File: config.mk
export PLATFORM = sky130hd
export DESIGN_NAME = gxp_top
export DESIGN_NICKNAME = d
export VERILOG_FILES = /design/src/core/gxp_pkg.sv /design/src/core/gxp_reg_if.sv /design/src/core/gxp_top.sv /design/src/core/gxp_regs.sv
export SDC_FILE = /design/constraint.sdc
export NUM_CORES = 1
export LEC_CHECK = 0
export ABC_AREA = 0
export BUFFER_PORTS_ARGS = -buffer_cell sky130_fd_sc_hd__buf_2
export CAP_MARGIN = 20
export CORE_UTILIZATION = 47
export DETAILED_ROUTE_END_ITERATION = 7
export PLACE_DENSITY_LB_ADDON = 0.2
export SYNTH_ARGS = -nofsm -noshare
export SYNTH_HDL_FRONTEND = slang
export SYNTH_SLANG_ARGS = --single-unit
File: constraint.sdc
create_clock -name clock -period 2.65 [get_ports clock]
set_input_delay 0.3975 -clock clock [delete_from_list [all_inputs] [get_ports clock]]
set_output_delay 0.3975 -clock clock [all_outputs]
set_load 0.01 [all_outputs]
File: src/core/gxp_pkg.sv
// Behaviour
// - Command byte loads the pointer; first data byte goes to that register.
// - Registers form four pairs; next byte goes to the other pair member.
// - Any number of write bytes alternate within the pair, others untouched.
// - First read byte comes from the register the pointer selects.
// - Each further read byte comes from the other register of the pair.
// - Pointer keeps its alternated value across later start or restart.
// - Port data is captured on the rising edge of the acknowledge clock.
// - Reset puts all registers and the bus state machine to defaults.
// - Input registers show pin levels through the polarity register whatever the direction, read-only.
// - Output registers read back the written value, not the pin level.
// - Direction bit 1 makes the pin an input, 0 an output.
// - Pending interrupt clears at the acknowledge bit of a read.
package gxp_pkg;
  localparam int PTR_W = 3;
  localparam int BYTE_W = 8;
  localparam int PORT_W = 16;
  // Pair codes are pointer bits 2:1; bit 0 selects port 0 or 1
  localparam logic [1:0] PAIR_IN = 2'h0;
  localparam logic [1:0] PAIR_OUT = 2'h1;
  localparam logic [1:0] PAIR_POL = 2'h2;
  localparam logic [1:0] PAIR_CFG = 2'h3;
  localparam logic [2:0] REG_IN0 = 3'h0;
  localparam logic [2:0] REG_CFG0 = 3'h6;
  localparam logic [2:0] PTR_RST = 3'h0;
  localparam logic [7:0] OUT_RST = 8'hff;
  localparam logic [7:0] POL_RST = 8'h00;
  localparam logic [7:0] CFG_RST = 8'hff;
  // Fixed upper slave address bits; value is a plain default
  localparam logic [3:0] ADDR_FIXED = 4'h4;
  localparam logic [3:0] BITS_PER_BYTE = 4'h8;
  localparam logic [3:0] LAST_TX_BIT = 4'h7;
  typedef enum logic [2:0] {
    ST_IDLE = 3'b000,
    ST_RX = 3'b001,
    ST_RX_ACK = 3'b010,
    ST_TX = 3'b011,
    ST_TX_ACK = 3'b100
  } gxp_state_t;
  typedef enum logic [1:0] {
    PH_ADDR = 2'b00,
    PH_CMD = 2'b01,
    PH_DATA = 2'b10
  } gxp_phase_t;
endpackage

File: src/core/gxp_reg_if.sv
`timescale 1ns/10ps
interface gxp_reg_if;
  logic wr_en;
  logic [2:0] ptr;
  logic [7:0] wdata;
  logic cap;
  logic [7:0] rdata;
  modport ctl (output wr_en, output ptr, output wdata, output cap,
               input rdata);
  modport regs (input wr_en, input ptr, input wdata, input cap,
                output rdata);
endinterface

File: src/core/gxp_top.sv
`timescale 1ns/10ps
module gxp_top #(
  parameter logic [3:0] ADDR_HI = gxp_pkg::ADDR_FIXED
) (
  input wire logic clock,
  input wire logic resetn,
  input wire logic scl_i,
  input wire logic sda_i,
  output logic sda_o,
  output logic sda_oe_n,
  input wire logic [2:0] addr_i,
  input wire logic [15:0] port_i,
  output logic [15:0] port_o,
  output logic [15:0] port_oe_n,
  output logic int_n
);
  gxp_reg_if rif ();
  gxp_pkg::gxp_state_t state_q;
  gxp_pkg::gxp_phase_t phase_q;
  logic scl_q;
  logic sda_q;
  logic [3:0] cnt_q;
  logic [7:0] sh_q;
  logic rd_q;
  logic ack_q;
  logic [2:0] ptr_q;
  logic scl_rise;
  logic scl_fall;
  logic start_c;
  logic stop_c;
  logic addr_match;
  logic cmd_load;
  logic rd_ack_rise;

  gxp_regs u_regs (
    .clock(clock),
    .resetn(resetn),
    .rif(rif.regs),
    .port_i(port_i),
    .port_o(port_o),
    .port_oe_n(port_oe_n),
    .int_n(int_n)
  );

  // Previous bus levels for edge and condition detection
  always_ff @(posedge clock or negedge resetn) begin
    if (!resetn) begin
      scl_q <= 1'b1;
      sda_q <= 1'b1;
    end else begin
      scl_q <= scl_i;
      sda_q <= sda_i;
    end
  end

  assign scl_rise = scl_i && !scl_q;
  assign scl_fall = !scl_i && scl_q;
  assign start_c = scl_i && scl_q && sda_q && !sda_i;
  assign stop_c = scl_i && scl_q && !sda_q && sda_i;
  assign addr_match = sh_q[7:1] == {ADDR_HI, addr_i};

  // Byte-level actions, all on the rising clock of the ack bit
  assign cmd_load = scl_rise && state_q == gxp_pkg::ST_RX_ACK &&
                    phase_q == gxp_pkg::PH_CMD;
  assign rd_ack_rise = scl_rise && state_q == gxp_pkg::ST_TX_ACK;
  assign rif.wr_en = scl_rise && state_q == gxp_pkg::ST_RX_ACK &&
                     phase_q == gxp_pkg::PH_DATA;
  assign rif.wdata = sh_q;
  assign rif.ptr = ptr_q;
  // Capture on address ack of a read and on each master ack or nack
  assign rif.cap = rd_ack_rise ||
                   (scl_rise && state_q == gxp_pkg::ST_RX_ACK &&
                    phase_q == gxp_pkg::PH_ADDR && sh_q[0]);

  // Pointer: loaded by command, bit 0 flips after each data byte.
  // Starts do not touch it, so a new read resumes in the pair.
  always_ff @(posedge clock or negedge resetn) begin
    if (!resetn) begin
      ptr_q <= gxp_pkg::PTR_RST;
    end else if (cmd_load) begin
      ptr_q <= sh_q[2:0];
    end else if (rif.wr_en || rd_ack_rise) begin
      ptr_q[0] <= ~ptr_q[0];
    end
  end

  // Bus state machine; start and stop override any state
  always_ff @(posedge clock or negedge resetn) begin
    if (!resetn) begin
      state_q <= gxp_pkg::ST_IDLE;
      phase_q <= gxp_pkg::PH_ADDR;
      cnt_q <= 4'h0;
      sh_q <= 8'h00;
      rd_q <= 1'b0;
      ack_q <= 1'b0;
    end else if (start_c) begin
      state_q <= gxp_pkg::ST_RX;
      phase_q <= gxp_pkg::PH_ADDR;
      cnt_q <= 4'h0;
      rd_q <= 1'b0;
    end else if (stop_c) begin
      state_q <= gxp_pkg::ST_IDLE;
    end else begin
      case (state_q)
        gxp_pkg::ST_RX: begin
          if (scl_rise) begin
            sh_q <= {sh_q[6:0], sda_i};
            cnt_q <= cnt_q + 4'h1;
          end else if (scl_fall && cnt_q == gxp_pkg::BITS_PER_BYTE) begin
            // Another slave's address: stay off the bus until next start
            if (phase_q == gxp_pkg::PH_ADDR && !addr_match) begin
              state_q <= gxp_pkg::ST_IDLE;
            end else begin
              state_q <= gxp_pkg::ST_RX_ACK;
            end
          end
        end
        gxp_pkg::ST_RX_ACK: begin
          if (scl_rise && phase_q == gxp_pkg::PH_ADDR) begin
            rd_q <= sh_q[0];
          end
          if (scl_fall) begin
            cnt_q <= 4'h0;
            if (rd_q) begin
              state_q <= gxp_pkg::ST_TX;
              sh_q <= rif.rdata;
            end else begin
              state_q <= gxp_pkg::ST_RX;
              phase_q <= (phase_q == gxp_pkg::PH_ADDR) ? gxp_pkg::PH_CMD
                                                       : gxp_pkg::PH_DATA;
            end
          end
        end
        gxp_pkg::ST_TX: begin
          if (scl_fall) begin
            if (cnt_q == gxp_pkg::LAST_TX_BIT) begin
              state_q <= gxp_pkg::ST_TX_ACK;
            end else begin
              sh_q <= {sh_q[6:0], 1'b0};
              cnt_q <= cnt_q + 4'h1;
            end
          end
        end
        gxp_pkg::ST_TX_ACK: begin
          if (scl_rise) begin
            ack_q <= !sda_i;
          end
          if (scl_fall) begin
            cnt_q <= 4'h0;
            if (ack_q) begin
              state_q <= gxp_pkg::ST_TX;
              sh_q <= rif.rdata;
            end else begin
              state_q <= gxp_pkg::ST_IDLE;
            end
          end
        end
        default: state_q <= gxp_pkg::ST_IDLE;
      endcase
    end
  end

  // Open drain: only ever pull low, for our ack or a zero data bit
  assign sda_o = 1'b0;
  assign sda_oe_n = !(state_q == gxp_pkg::ST_RX_ACK ||
                      (state_q == gxp_pkg::ST_TX && !sh_q[7]));
endmodule

File: src/core/gxp_regs.sv
`timescale 1ns/10ps
module gxp_regs (
  input wire logic clock,
  input wire logic resetn,
  gxp_reg_if.regs rif,
  input wire logic [15:0] port_i,
  output logic [15:0] port_o,
  output logic [15:0] port_oe_n,
  output logic int_n
);
  logic [1:0][7:0] out_q;
  logic [1:0][7:0] pol_q;
  logic [1:0][7:0] cfg_q;
  logic [15:0] in_q;
  logic [15:0] in_now;
  logic init_q;
  logic int_n_q;
  logic [7:0] rdata_q;

  // Pins seen through the polarity inversion
  assign in_now = port_i ^ pol_q;

  // Register writes; the input pair has no storage to write
  always_ff @(posedge clock or negedge resetn) begin
    if (!resetn) begin
      out_q <= {2{gxp_pkg::OUT_RST}};
      pol_q <= {2{gxp_pkg::POL_RST}};
      cfg_q <= {2{gxp_pkg::CFG_RST}};
    end else if (rif.wr_en) begin
      case (rif.ptr[2:1])
        gxp_pkg::PAIR_OUT: out_q[rif.ptr[0]] <= rif.wdata;
        gxp_pkg::PAIR_POL: pol_q[rif.ptr[0]] <= rif.wdata;
        gxp_pkg::PAIR_CFG: cfg_q[rif.ptr[0]] <= rif.wdata;
        default: ;
      endcase
    end
  end

  // Input snapshot; a first capture after reset avoids a false interrupt
  always_ff @(posedge clock or negedge resetn) begin
    if (!resetn) begin
      in_q <= 16'h0000;
      init_q <= 1'b0;
    end else begin
      init_q <= 1'b1;
      if (!init_q || rif.cap) begin
        in_q <= in_now;
      end
    end
  end

  // Read data from a flop; lags the pointer by one clock
  always_ff @(posedge clock or negedge resetn) begin
    if (!resetn) begin
      rdata_q <= 8'h00;
    end else begin
      case (rif.ptr[2:1])
        gxp_pkg::PAIR_IN: rdata_q <= rif.ptr[0] ? in_q[15:8] : in_q[7:0];
        gxp_pkg::PAIR_OUT: rdata_q <= out_q[rif.ptr[0]];
        gxp_pkg::PAIR_POL: rdata_q <= pol_q[rif.ptr[0]];
        default: rdata_q <= cfg_q[rif.ptr[0]];
      endcase
    end
  end

  // Only pins set as inputs may raise the interrupt.
  // Held off until the first snapshot, else a reset with pins away
  // from the snapshot reset value would flag a false interrupt.
  always_ff @(posedge clock or negedge resetn) begin
    if (!resetn) begin
      int_n_q <= 1'b1;
    end else begin
      int_n_q <= !init_q || ~|((in_now ^ in_q) & cfg_q);
    end
  end

  assign rif.rdata = rdata_q;
  assign port_o = out_q;
  assign port_oe_n = cfg_q;
  assign int_n = int_n_q;
endmodule

==> flow_summary_export.csv <==
group,metric,value,unit
clock_tree,clock_tree.buffer_depth,2,
placed_design,globalplace.congestion,0.8099,
timing,finalHoldViolCount,5,
clock_tree,ctsResizeCount,0,
run_status,violations,"negative hold slack",
synth,yosys_warnings,0,
clock_tree,hold_buffers,0,
drt,vias,3408,
synth,synth_fp_nets,421,
global_routing,antenna_found_initial,0,
synth,syn_inst,396,
clock_tree,clock_sinks,98,
floorplanning,fp.dieW,106.6,um
clock_tree,cts_tree,"yes",
synth,synthTopCellsByArea,"dfrtp_1 (31%), dfstp_2 (18%), mux2_2 (15%)",
synth,yosysTopAreaCell,"dfrtp_1",
timing,period_minus_slack,2350,ps
clock_tree,h-tree-depth,3,
pwr,power_density,862.1,nW/um2
global_routing,overflow,0,
floorplanning,placementRows,37,
worst_setup_path,crit_type,"flop to flop",
drt,avgViaCountPerCell,5.709,
drt,first_pass_iters,4,
global_routing,grt_pass1_vias,3532,
layout,fin_nets,481,
floorplanning,dieArea,11360,um2
global_routing,grt_max_degree,62,
placed_design,hpwl,8.390,mm
pwr,leakage,2.603,nW
synth,synth_flop_cell,"dfrtp_1",
worst_setup_path,crit_path_start_kind,"flop",
layout,fin_util,55.38,%
pwr,ir_worst_vdd,0.3467,mV
clock_tree,numCtsBuffers,9,
worst_setup_path,critPathMaxFanout,14,
timing,fin_skew,11.26,ps
synth,synth_area,5141,um2
layout,syn2layout_area_growth,12.70,%
drt,drc,0,
timing,final.period_utilization,88.69,%
synth,syn_area_per_cell,12.98,um2
drt,drt_iter0_drc,217,
floorplanning,start_util,49.14,%
timing,hold-worst-slack,-6.890,ps
synth,synth_edf_count,0,
global_routing,grtUsageTotal,22.30,%
floorplanning,boundaryPins,58,
drt,wl_per_cell,19.73,um
layout,fill_cells,914,
synth,synth-seq-cells,98,
layout,antenna_cells,0,
run_status,outcome,"complete, but fails checks",
timing,fmax,425.5,MHz
drt,wl,11.78,mm
worst_setup_path,cp.arrival,2630,ps
synth,ys_types,58,
synth,synth.top_cell.area_share,30.66,%
job,max_cap_viol_count,0,
synth,seq_area_frac_synth,48.55,%
placed_design,port_buffers,56,
floorplanning,core-area,10460,um2
timing,slew_headroom,48.89,%
floorplanning,die_y,106.6,um
clock_tree,cts_setup_buffers,0,
timing,setup_viol,0,
timing,drv_slew,0,
timing,tightest_slew,761.0,ps
synth,async_flop_share,100.0,%
clock_tree,cts_root_buf,"clkbuf_8",
clock_tree,worstSkewPairLatency,360,ps
clock_tree,clk_pin_slew_worst_paths,90,ps
layout,drive_gt1_share,48.59,%
global_routing,grt_pass1_wl,19.01,mm
drt,ant_nets,0,
timing,rsz0062_at_grt,"no",
timing,finalSetupTns,0,ps
min_path,hp-class,"input port to asynchronous set/reset pin",
worst_setup_path,worstSetupEndpointType,"flop",
worst_setup_path,cp.required,2930,ps
-- worst max-delay path, cell delays in order, from the launching register on --
cell,delay [ps]
dfrtp_1,640
or3b_1,330
nor2_4,80
and3b_1,690
buf_4,320
mux2i_1,210
-- metrics by stage --
| step | setup slack (ps) | power [mW] | cell area [um2] | instances |
|---|---|---|---|---|
| global placement | 399.5 | 4.003 | 5602 | 581 |
| finish | 299.6 | 4.995 | 5794 | 597 |
| global route | 137.0 | 5.303 | 5794 | 597 |
| CTS | 303.8 | 5.025 | 5794 | 597 |
| detailed placement | 331.7 | 4.052 | 5602 | 581 |
| floorplan | 746.4 | 3.519 | 5141 | 396 |
-- worst paths after layout --
kind                                    start  cells past startpoint                   to  slack (ps)
worst max-delay path               state_q[0]                      5       u_regs.in_q[4]         300
worst min-delay path                   resetn                      1  u_regs.rif.rdata[0]          -7
worst max register to register     state_q[0]                      5       u_regs.in_q[4]         300
worst min register to register  u_regs.init_q                      1         u_regs.int_n         440
max in group asynchronous              resetn                      2    u_regs.port_o[13]        1910
min in group clock                      sda_i                      1                sda_q         200
-- cells in the final DEF, fill, tap and decap left out, drive strengths merged, types with 6 or more instances in the layout --
cell type  count
xor2          11
inv           20
o21ai          8
xnor2         25
nand2         13
clkbuf        10
nor2          19
dfrtp         63
dfstp         35
mux2i         14
buf           71
mux4          16
a22oi         10
nand2b         6
mux2          77
nand3          7
-- area by class of cell --
type,count,area (um2),share of cell area (%)
Clock buffer,10,127.6,2.203
Clock inverter,6,65.06,1.123
Inverter,18,67.56,1.166
Multi-Input combinational cell,258,2460,42.45
Sequential cell,98,2496,43.08
Tap cell,136,170.2,2.937
Timing Repair Buffer,71,407.9,7.040
-- power breakdown --
group,internal [mW],total [mW],leakage [nW],switching [mW]
clock,0.441,0.974,0.0971,0.533
combinational,0.951,1.78,1.35,0.830
sequential,1.78,2.24,1.15,0.458
-- per-layer routing --
layer  wire length (um)  up-vias  track usage (%)
met5                  0        -                0
met4                227        0            7.730
met3                425       21            4.012
met2               5873       88            36.31
met1               5253     1755            30.10
li1                   -     1544                -
-- cells in the mapped netlist (3+ instances only) --
library cell,n
a21oi_1,4
a22oi_1,10
buf_2,7
buf_4,3
clkbuf_1,9
dfrtp_1,63
dfstp_2,35
inv_1,18
mux2_2,69
mux2_4,8
mux2i_1,14
mux4_2,16
nand2_1,13
nand2b_1,5
nand3_1,6
nand3b_1,3
nand4_1,4
nor2_1,17
nor2b_1,3
o21ai_0,8
xnor2_1,25
xor2_1,11
-- cells by family (layout without fill, tap and decap cells) --
logic type | Yosys count | after routing | synth area share, %
simple gates | 71 | 71 | 8.421
buf+inv | 40 | 105 | 3.602
flops | 98 | 98 | 48.55
compound gates | 40 | 40 | 5.476
xor+xnor | 36 | 36 | 6.133
other cells | 2 | 2 | 0.1461
mux | 107 | 107 | 27.18
fa+ha+maj | 2 | 2 | 0.4867
-- sequential cells by signal, summed over array words and instances, names as in the netlist --
| name | count |
|---|---|
| u_regs.port_o | 16 |
| u_regs.rif.rdata | 8 |
| phase_q | 2 |
| ack_q | 1 |
| ptr_q | 3 |
| u_regs.init_q | 1 |
| sda_q | 1 |
| u_regs.int_n | 1 |
| scl_q | 1 |
| cnt_q | 4 |
| state_q | 3 |
| u_regs.pol_q | 16 |
| u_regs.port_oe_n | 16 |
| rif.wdata | 8 |
| rd_q | 1 |
| u_regs.in_q | 16 |
(Power assumes the default switching activity.)
